<file path="config.mk">
export PLATFORM = sky130hd
export DESIGN_NAME = nco_core
export DESIGN_NICKNAME = d
export VERILOG_FILES = /design/src/core/nco_pkg.sv /design/src/core/nco_cos_conv.sv /design/src/core/nco_core.sv
export VERILOG_INCLUDE_DIRS = /design/src /design/src/core
export SDC_FILE = /design/constraint.sdc
export NUM_CORES = 1
export LEC_CHECK = 0
export BUFFER_PORTS_ARGS = -buffer_cell sky130_fd_sc_hd__buf_2
export CORE_MARGIN = 4
export CORE_UTILIZATION = 35
export CTS_CLUSTER_DIAMETER = 30
export DETAILED_ROUTE_END_ITERATION = 8
export SYNTH_ARGS = -nofsm -noshare
export SYNTH_HDL_FRONTEND = slang
export SYNTH_HIERARCHICAL = 1
export SYNTH_SLANG_ARGS = --single-unit
</file>
<file path="constraint.sdc">
create_clock -name clk -period 10.1 [get_ports clk]
set_clock_uncertainty 0.1 [all_clocks]
set_input_delay 1.01 -clock clk [delete_from_list [all_inputs] [get_ports clk]]
set_output_delay 1.01 -clock clk [all_outputs]
set_load 0.02 [all_outputs]
</file>
<file path="src/core/nco_map.svh">
// Constant map for the numerically controlled oscillator core
`ifndef NCO_MAP_SVH
`define NCO_MAP_SVH

`define NCO_ACC_W        32
`define NCO_PHASE_W      14
`define NCO_OFS_W        5
`define NCO_DAC_W        10
`define NCO_ACC_ZERO     32'h0000_0000
`define NCO_OFS_ZERO     5'h00
`define NCO_TRUNC_LSB    18
`define NCO_OFS_SHIFT    9
`define NCO_CLK_PERIOD_NS 50
`define NCO_REF_MAX_PERIOD_NS 1000
`define NCO_MON_W        6
`define NCO_MON_LIMIT    6'((`NCO_REF_MAX_PERIOD_NS) / (`NCO_CLK_PERIOD_NS))
`define NCO_MON_ZERO     6'h00
`define NCO_DAC_MID      10'h200
`define NCO_DAC_MID_LO   10'h1FF
`define NCO_MAG_FULL     9'h1FF
`define NCO_DAC_MAX      10'h3FF
`define NCO_LAT_ZERO     2'h0
`define NCO_SYNC_ZERO    3'h0
`define NCO_MON_STEP     6'h01

`endif

</file>
<file path="src/core/nco_pkg.sv">
// Types shared by the oscillator core and its cosine converter
package nco_pkg;
  typedef struct packed {
    logic [4:0]  phase_ofs;
    logic        power_down;
    logic [31:0] tuning_word;
  } nco_prog_t;

  typedef struct packed {
    logic       valid;
    logic [9:0] code;
  } nco_sample_t;
endpackage

</file>
<file path="src/core/nco_cos_conv.sv">
// Phase to cosine amplitude converter with registered output
`timescale 1ns/1ps
`default_nettype none
`include "nco_map.svh"

module nco_cos_conv
  import nco_pkg::*;
(
  input  wire logic                     clk,      // System clock
  input  wire logic                     rstn,     // Sync reset, low
  input  wire logic [`NCO_PHASE_W-1:0]  phase,    // Truncated phase
  output logic      [`NCO_DAC_W-1:0]    cos_code  // Offset-binary cosine
);
  logic [12:0] half_reg;
  logic [11:0] quad;
  logic [23:0] sq;
  logic [8:0]  mag;
  logic [`NCO_DAC_W-1:0] code_next;

  // Parabolic approximation of each quarter wave, folded by symmetry
  always_comb begin
    half_reg  = phase[13] ? ~phase[12:0] : phase[12:0];
    quad      = half_reg[12] ? ~half_reg[11:0] : half_reg[11:0];
    sq        = 24'(quad) * 24'(quad);
    mag       = `NCO_MAG_FULL - sq[23:15];
    code_next = half_reg[12] ? (`NCO_DAC_MID_LO - 10'(mag))
                             : (`NCO_DAC_MID + 10'(mag));
  end

  always_ff @(posedge clk) begin
    if (!rstn) begin
      cos_code <= `NCO_DAC_MID;
    end else begin
      cos_code <= code_next;
    end
  end
endmodule
`default_nettype wire

</file>
<file path="src/core/nco_core.sv">
// Phase accumulator, clock-rate monitor and sample stream of the NCO
`timescale 1ns/1ps
`default_nettype none
`include "nco_map.svh"

// Overview of operation
// Accumulator adds the increment once per reference clock pulse.
// Overflow carry is dropped; accumulator wraps modulo its range.
// Tuning word itself is the per-pulse phase increment.
// Tuning word and accumulator are 32 bits; fout = word*fref/2^32.
// Upper 14 accumulator bits become a cosine amplitude each pulse.
// One 10-bit cosine code goes to the converter per reference pulse.
// New tuning word continues from the current phase, no jump.
// Outside system must supply a reference clock of at least 1 MHz.
// Reference clock slower than minimum forces power-down automatically.
// Power-down ends as soon as the reference clock is fast again.
// Controller should keep output below a third of reference rate.
// Update strobe rising edge loads active words, clears load pointer.
// Reset zeroes active words, pointer and power-down; input kept.
// Synthesis advances on reference clock rising edges.
// Phase offset word is added to the top five phase bits.
module nco_core
  import nco_pkg::*;
(
  input  wire logic             clk,                     // 20 MHz clock
  input  wire logic             rstn,                    // Sync reset, low
  input  wire logic             reference_clock_in,      // Reference pin
  input  wire logic             frequency_update_strobe, // Update pin
  input  wire nco_prog_t        prog_word,               // Assembled word
  output logic                  load_ptr_clear,          // Pointer to W0
  output nco_sample_t           dac_out,                 // Sample stream
  output logic                  power_down,              // In power-down
  output logic [`NCO_ACC_W-1:0] phase_acc                // Accumulator
);
  logic [2:0]               ref_sync_reg;
  logic [2:0]               upd_sync_reg;
  logic                     ref_edge;
  logic                     upd_edge;
  logic [`NCO_ACC_W-1:0]    ftw_reg;
  logic [`NCO_OFS_W-1:0]    ofs_reg;
  logic                     pd_bit_reg;
  logic [`NCO_ACC_W-1:0]    acc_reg;
  logic [`NCO_MON_W-1:0]    mon_cnt_reg;
  logic                     slow_reg;
  logic [`NCO_PHASE_W-1:0]  phase_next;
  logic [1:0]               lat_reg;
  logic [`NCO_DAC_W-1:0]    cos_code;

  function automatic logic rise(input logic [2:0] s);
    rise = s[1] & ~s[2];
  endfunction

  // Pins pass two flops before the edge detector looks at them
  always_ff @(posedge clk) begin
    if (!rstn) begin
      ref_sync_reg <= `NCO_SYNC_ZERO;
      upd_sync_reg <= `NCO_SYNC_ZERO;
    end else begin
      ref_sync_reg <= {ref_sync_reg[1:0], reference_clock_in};
      upd_sync_reg <= {upd_sync_reg[1:0], frequency_update_strobe};
    end
  end

  assign ref_edge = rise(ref_sync_reg);
  assign upd_edge = rise(upd_sync_reg);

  // Active tuning, phase and power-down words
  always_ff @(posedge clk) begin
    if (!rstn) begin
      ftw_reg    <= `NCO_ACC_ZERO;
      ofs_reg    <= `NCO_OFS_ZERO;
      pd_bit_reg <= 1'b0;
    end else if (upd_edge) begin
      ftw_reg    <= prog_word.tuning_word;
      ofs_reg    <= prog_word.phase_ofs;
      pd_bit_reg <= prog_word.power_down;
    end
  end

  // Pointer clears in reset and on every update edge
  assign load_ptr_clear = !rstn || upd_edge;

  // Clock-rate monitor: too many clk cycles between reference edges
  // The edge that clears the slow flag still sees power-down, so no step
  always_ff @(posedge clk) begin
    if (!rstn) begin
      mon_cnt_reg <= `NCO_MON_ZERO;
      slow_reg    <= 1'b0;
    end else if (ref_edge) begin
      mon_cnt_reg <= `NCO_MON_ZERO;
      slow_reg    <= 1'b0;
    end else if (mon_cnt_reg >= `NCO_MON_LIMIT) begin
      slow_reg    <= 1'b1;
    end else begin
      mon_cnt_reg <= mon_cnt_reg + `NCO_MON_STEP;
    end
  end

  assign power_down = slow_reg || pd_bit_reg;

  // Accumulator: modulo 2^32, never reset by an update
  always_ff @(posedge clk) begin
    if (!rstn) begin
      acc_reg <= `NCO_ACC_ZERO;
    end else if (ref_edge && !power_down) begin
      acc_reg <= acc_reg + ftw_reg;
    end
  end

  assign phase_acc = acc_reg;

  // Truncate and apply the offset on the top five phase bits
  // Offset wraps inside the truncated phase, so it is a pure phase shift
  assign phase_next = acc_reg[`NCO_ACC_W-1:`NCO_TRUNC_LSB]
                    + {ofs_reg, {`NCO_OFS_SHIFT{1'b0}}};

  nco_cos_conv nco_cos_conv_inst (
    .clk      (clk),
    .rstn     (rstn),
    .phase    (phase_next),
    .cos_code (cos_code)
  );

  // Valid follows the converter register, two cycles after the edge
  always_ff @(posedge clk) begin
    if (!rstn) begin
      lat_reg <= `NCO_LAT_ZERO;
    end else begin
      lat_reg <= {lat_reg[0], ref_edge && !power_down};
    end
  end

  assign dac_out.valid = lat_reg[1];
  assign dac_out.code  = cos_code;
endmodule
`default_nettype wire

</file>
Word level (Yosys, flattened, before mapping)
Index checks and enable logic that the tools add are counted.
{"block": "word_totals", "mem_bits_rw": 0, "rom_bits": 0, "latch_bits": 0, "reg_bits": 95, "mem_count": 0}
{"block": "op_classes", "n_div": 0, "reduce_logical": 6, "add_sub_neg": 6, "shifts": 0, "eq_ne": 0, "mul": 1, "muxes": 3, "order_cmp": 1, "bitwise_logic": 7}
{"op": "$add A32 B32 Y32", "n": 1}
{"op": "$mul A12 B12 Y24", "n": 1}
{"op": "$add A14 B14 Y14", "n": 1}
{"op": "$mux W13", "n": 1}
{"op": "$not A13 Y13", "n": 1}
{"op": "$mux W12", "n": 1}
{"op": "$not A12 Y12", "n": 1}
{"op": "$add A10 B9 Y10 const A", "n": 1}
{"op": "$mux W10", "n": 1}
{"op": "$sub A9 B9 Y10 const A", "n": 1}
{"op": "$sub A9 B9 Y9 const A", "n": 1}
{"op": "$add A6 B1 Y6 const B", "n": 1}
{"op": "$ge A6 B5 Y1 const B", "n": 1}
{"op": "$not A1 Y1", "n": 3}
{"op": "$and A1 B1 Y1", "n": 2}
{"op": "$logic_not A1 Y1", "n": 2}
{"op": "$logic_or A1 B1 Y1", "n": 2}
{"op": "$reduce_or A2 Y1", "n": 1}
{"op": "$logic_and A1 B1 Y1", "n": 1}

Depth between registers and ports, before layout
{"block": "depth", "word_depth": 9, "ltp_mapped": 26, "depth_no_buf": 24}

Hierarchy
Netlist, hierarchy kept.
{"module": "nco_core", "instances": 1, "area_each_um2": 4865.9, "cells_each": 613, "seq_area_each_um2": 1701.6}
{"module": "nco_cos_conv", "instances": 1, "area_each_um2": 4460.5, "cells_each": 548, "seq_area_each_um2": 200.2}

Worst setup path after synthesis
No wires, ideal clock.
{"block": "synth_path", "path_kind": "register -> register", "from": "register acc_reg[28] (netlist: phase_acc[28])", "to": "register nco_cos_conv_inst.cos_code[6]", "setup_ns": 0.070, "t_arrival_ns": 6.327, "n_path_buf": 2, "path_slack_ns": 3.603, "synth_period_minus_slack_ns": 6.497, "path_stages_with_launch": 26, "cell_sequence": "dfxtp_1 -> ha_1 -> a21o_1 -> a21oi_1 -> xnor2_1 -> buf_4 -> buf_2 -> xor2_1 -> nand2_1 -> fa_1 -> inv_1 -> fa_1 -> inv_1 -> fa_1 -> inv_1 -> fa_1 -> inv_1 -> fa_1 -> inv_1 -> ha_1 -> a21oi_1 -> o21ai_0 -> a31oi_1 -> a21boi_1 -> or3_1 -> a21oi_1"}
{"block": "synth_via", "word_cells_on_any_way": 10, "classes_between": "add/sub: 4; mul: 1; mux: 3; bitwise: 2"}
{"element": "from (decl)", "line_no": "nco_core.sv:42", "rtl": "logic [`NCO_ACC_W-1:0] acc_reg;"}
{"element": "from (signal assigned)", "line_no": "nco_core.sv:104", "rtl": "acc_reg <= `NCO_ACC_ZERO;"}
{"element": "from (signal assigned)", "line_no": "nco_core.sv:106", "rtl": "acc_reg <= acc_reg + ftw_reg;"}
{"element": "$add A14 B14 Y14 *", "line_no": "nco_core.sv:114", "rtl": "assign phase_next = acc_reg[`NCO_ACC_W-1:`NCO_TRUNC_LSB]"}
{"element": "named net phase_next[12]", "line_no": "nco_core.sv:45", "rtl": "logic [`NCO_PHASE_W-1:0] phase_next;"}
{"element": "$not A13 Y13", "line_no": "nco_cos_conv.sv:22", "rtl": "half_reg = phase[13] ? ~phase[12:0] : phase[12:0];"}
{"element": "$mux W13 *", "line_no": "nco_cos_conv.sv:22"}
{"element": "$mux W12", "line_no": "nco_cos_conv.sv:23", "rtl": "quad = half_reg[12] ? ~half_reg[11:0] : half_reg[11:0];"}
{"element": "$mul A12 B12 Y24", "line_no": "nco_cos_conv.sv:24", "rtl": "sq = 24'(quad) * 24'(quad);"}
{"element": "$sub A9 B9 Y9 (no line)"}
{"element": "$add A10 B9 Y10 (no line) / $sub A9 B9 Y10 (equally long branches)"}
{"element": "$mux W10 *", "line_no": "nco_cos_conv.sv:26", "rtl": "code_next = half_reg[12] ? (`NCO_DAC_MID_LO - 10'(mag))"}
{"element": "to (signal assigned)", "line_no": "nco_cos_conv.sv:32", "rtl": "cos_code <= `NCO_DAC_MID;"}
{"element": "to (signal assigned)", "line_no": "nco_cos_conv.sv:34", "rtl": "cos_code <= code_next;"}
{"element": "to (decl)", "line_no": "nco_cos_conv.sv:12", "rtl": "output logic [`NCO_DAC_W-1:0] cos_code"}
The timed path passes the listed nets; every way through them passes the cells marked *.
A chain may end at the register's enable or synchronous reset.

Worst setup path in the final report
{"block": "layout_path", "from": "register acc_reg[28] (netlist: phase_acc[28])", "to": "register nco_cos_conv_inst.cos_code[5]"}
The elaborated chain is that of the path after synthesis.

==> metrics.yaml <==
run_status: "finished clean"
hold_viol: 0
start_util_pct: 35.69
place_hpwl_um: 18060
path_clk_slew_ns: 0.08
ys_ff_latch: 95
syn_nets: 1375
die_h_um: 171.2
cts_buffer_depth: 2
dr.pass1.iters: 5
fp.dieArea_um2: 29320
io_pins: 87
place.gp.congestion: 0.8827
nNetsFinal: 1417
async_reset_ff_share_pct: 0
timing.rr.end: "nco_cos_conv_inst/cos_code[5]"
cp_slowest_cell: "fa_1"
tns_ns: 0
p_leak_nw: 4.942
wire_per_inst_um: 14.66
slew_viol_final: 0
clock.fmax_ghz: 0.1432
vias: 7765
synth_cell_types: 69
clock-sinks: 95
fin_crit_ns: 6.984
finalPower_w: 0.0009752
crit_type: "flip-flop to flip-flop"
instances_no_fill: 1543
dp.cells: 1527
grt_max_degree: 45
slowest_delay_ns: 0.54
crit_top_cell: "inv_1"
synth.yosys.seq_area_share_pct: 20.39
path_max_fanout: 39
antenna_found_initial: 0
antenna-diode-count: 0
cts-root-buf: "clkbuf_16"
netlist_area_um2: 9326
syn-mean-instance-area_um2: 8.033
min_delay_worst_endpoint: "ref_sync_reg[1]"
htree_levels: 3
grt_overflow: 0
cap_violations: 0
hp-class: "flip-flop to flip-flop"
setup_viol: 0
regToRegSetupSlack_ns: 3.12
utilization_pct: 38.92
cp-startpoint: "phase_acc[28]"
worstHoldPathCells: 1
drcViolationCount: 0
grt_usage_pct: 16.15
die_w_um: 171.2
rsz0062_at_grt: "false"
post-route-period-util_pct: 69.15
hp-start: "ref_sync_reg[0]"
final_cell_mix: "203 x nand2_1, 159 x inv_1, 113 x a21oi_1, 95 x dfxtp_1, 89 x ha_1"
post-cts-setup-buffer-count: 0
synth_edf_count: 0
ant_nets: 0
cts_buffers: 9
drt-total-wl_um: 22620
grt_pass1_vias: 7831
r2r-start: "phase_acc[28]"
end_kind: "flip-flop"
slew-limit-headroom_pct: 39.37
drtIter0Drc: 416
cts_resized: 0
cts_tree: "done"
vdd.ir_drop.worst_mv: 0.07857
routed_via_density: 5.032
reg2reg_depth: 25
synthFlopType: "dfxtp_1"
layout-drive-gt1-share_pct: 10.76
powerDensity_nw_per_um2: 95.89
grt_first_pass_wirelength_um: 38460
worstPathRequired_ns: 10.28
start_kind: "flip-flop"
syn_inst: 1161
io_buffers: 86
clock_latency_ns: 0.36
arrival_ns: 7.17
placementRows: 59
yosysWarnings: 6
final_common_cell: "nand2_1"
tightestPinTransition_ns: 0.9076
core_area_um2: 26130
cts_hold_buffers: 0
syn2layout_area_growth_pct: 9.043
==> report_power, final <==
| part | switching [W] | internal (W) |
|---|---|---|
| registers | 0.00000830 | 0.000390 |
| logic | 0.000146 | 0.0000894 |
| clock network | 0.000162 | 0.000180 |
==> stage by stage <==
step | cell area (um2) | worst slack [ns] | hold slack (ns)
4_1_cts | 10170 | 3.165 | 0.3448
3_3_place_gp | 9878 | 3.339 | 0.3159
3_5_place_dp | 9878 | 3.208 | 0.3273
6_report | 10170 | 3.116 | 0.3466
2_1_floorplan | 9326 | 3.603 | 0.3119
5_1_grt | 10170 | 2.677 | 0.3758
==> worst max-delay path by stage <==
stage,end,cells past startpoint
final,nco_cos_conv_inst/cos_code[5],25
after global routing,nco_cos_conv_inst/cos_code[5],25
after CTS,nco_cos_conv_inst/cos_code[5],25
after detailed placement,nco_cos_conv_inst/cos_code[5],25
after global placement,nco_cos_conv_inst/cos_code[6],24
after floorplan,nco_cos_conv_inst/cos_code[6],25
==> metal layers <==
metal | share of wire, % | up-vias | GRT usage, %
met4 | 2.3 | 0 | 5.064
met3 | 4.9 | 30 | 2.597
met5 | 0 | - | 0
met2 | 50 | 166 | 28.75
met1 | 42 | 3672 | 20.04
li1 | - | 3897 | -
==> layout make-up <==
cell class	instances	area [um2]
fill	2741	15960
inverter	160	600.6
tap	335	419.2
timing repair buffer	92	475.5
clock buffer	11	242.7
sequential	95	1902
multi-input combinational	845	6481
clock inverter	5	48.80
==> cell usage after synthesis (all sizes together) (5+ instances only) <==
cell,number,share of area (%)
a211oi,6,0.54
a21o,16,1.3
a21oi,114,6.2
a31oi,9,0.60
and2,12,0.80
and3,6,0.40
buf,31,2.7
clkbuf,30,1.2
dfxtp,95,20
fa,83,18
ha,89,12
inv,160,6.4
nand2,203,8.2
nand2b,14,0.94
nand3,24,1.3
nand4,14,0.94
nor2,45,1.8
nor2b,6,0.40
nor3,12,0.64
o211ai,6,0.48
o21a,9,0.72
o21ai,53,2.9
o22ai,10,0.67
o31ai,5,0.46
or3,9,0.60
xnor2,29,2.7
xor2,23,2.2
==> critical path: cells and delay by family, from the launching register on <==
family,cells,cell delay [ns]
muxes,1,0.21
xor gates and xnor gates,2,0.42
adders and majority gates,7,3.21
buffers and inverters,7,0.91
AOI/OAI and AO/OA,6,1.38
and+or+nand+nor,2,0.28
DFF,1,0.41
==> logic make-up after synthesis <==
| group | after synthesis | share of synthesized area (%) |
|---|---|---|
| flip-flops | 95 | 20.39 |
| XOR/XNOR | 52 | 4.964 |
| AO/OA/AOI/OAI | 256 | 16.68 |
| adder cells (fa/ha/maj) | 173 | 29.86 |
| multiplexers | 5 | 0.5500 |
| AND/OR/NAND/NOR | 359 | 17.25 |
| buffers and inverters | 221 | 10.30 |
(Power assumes the default switching activity.)
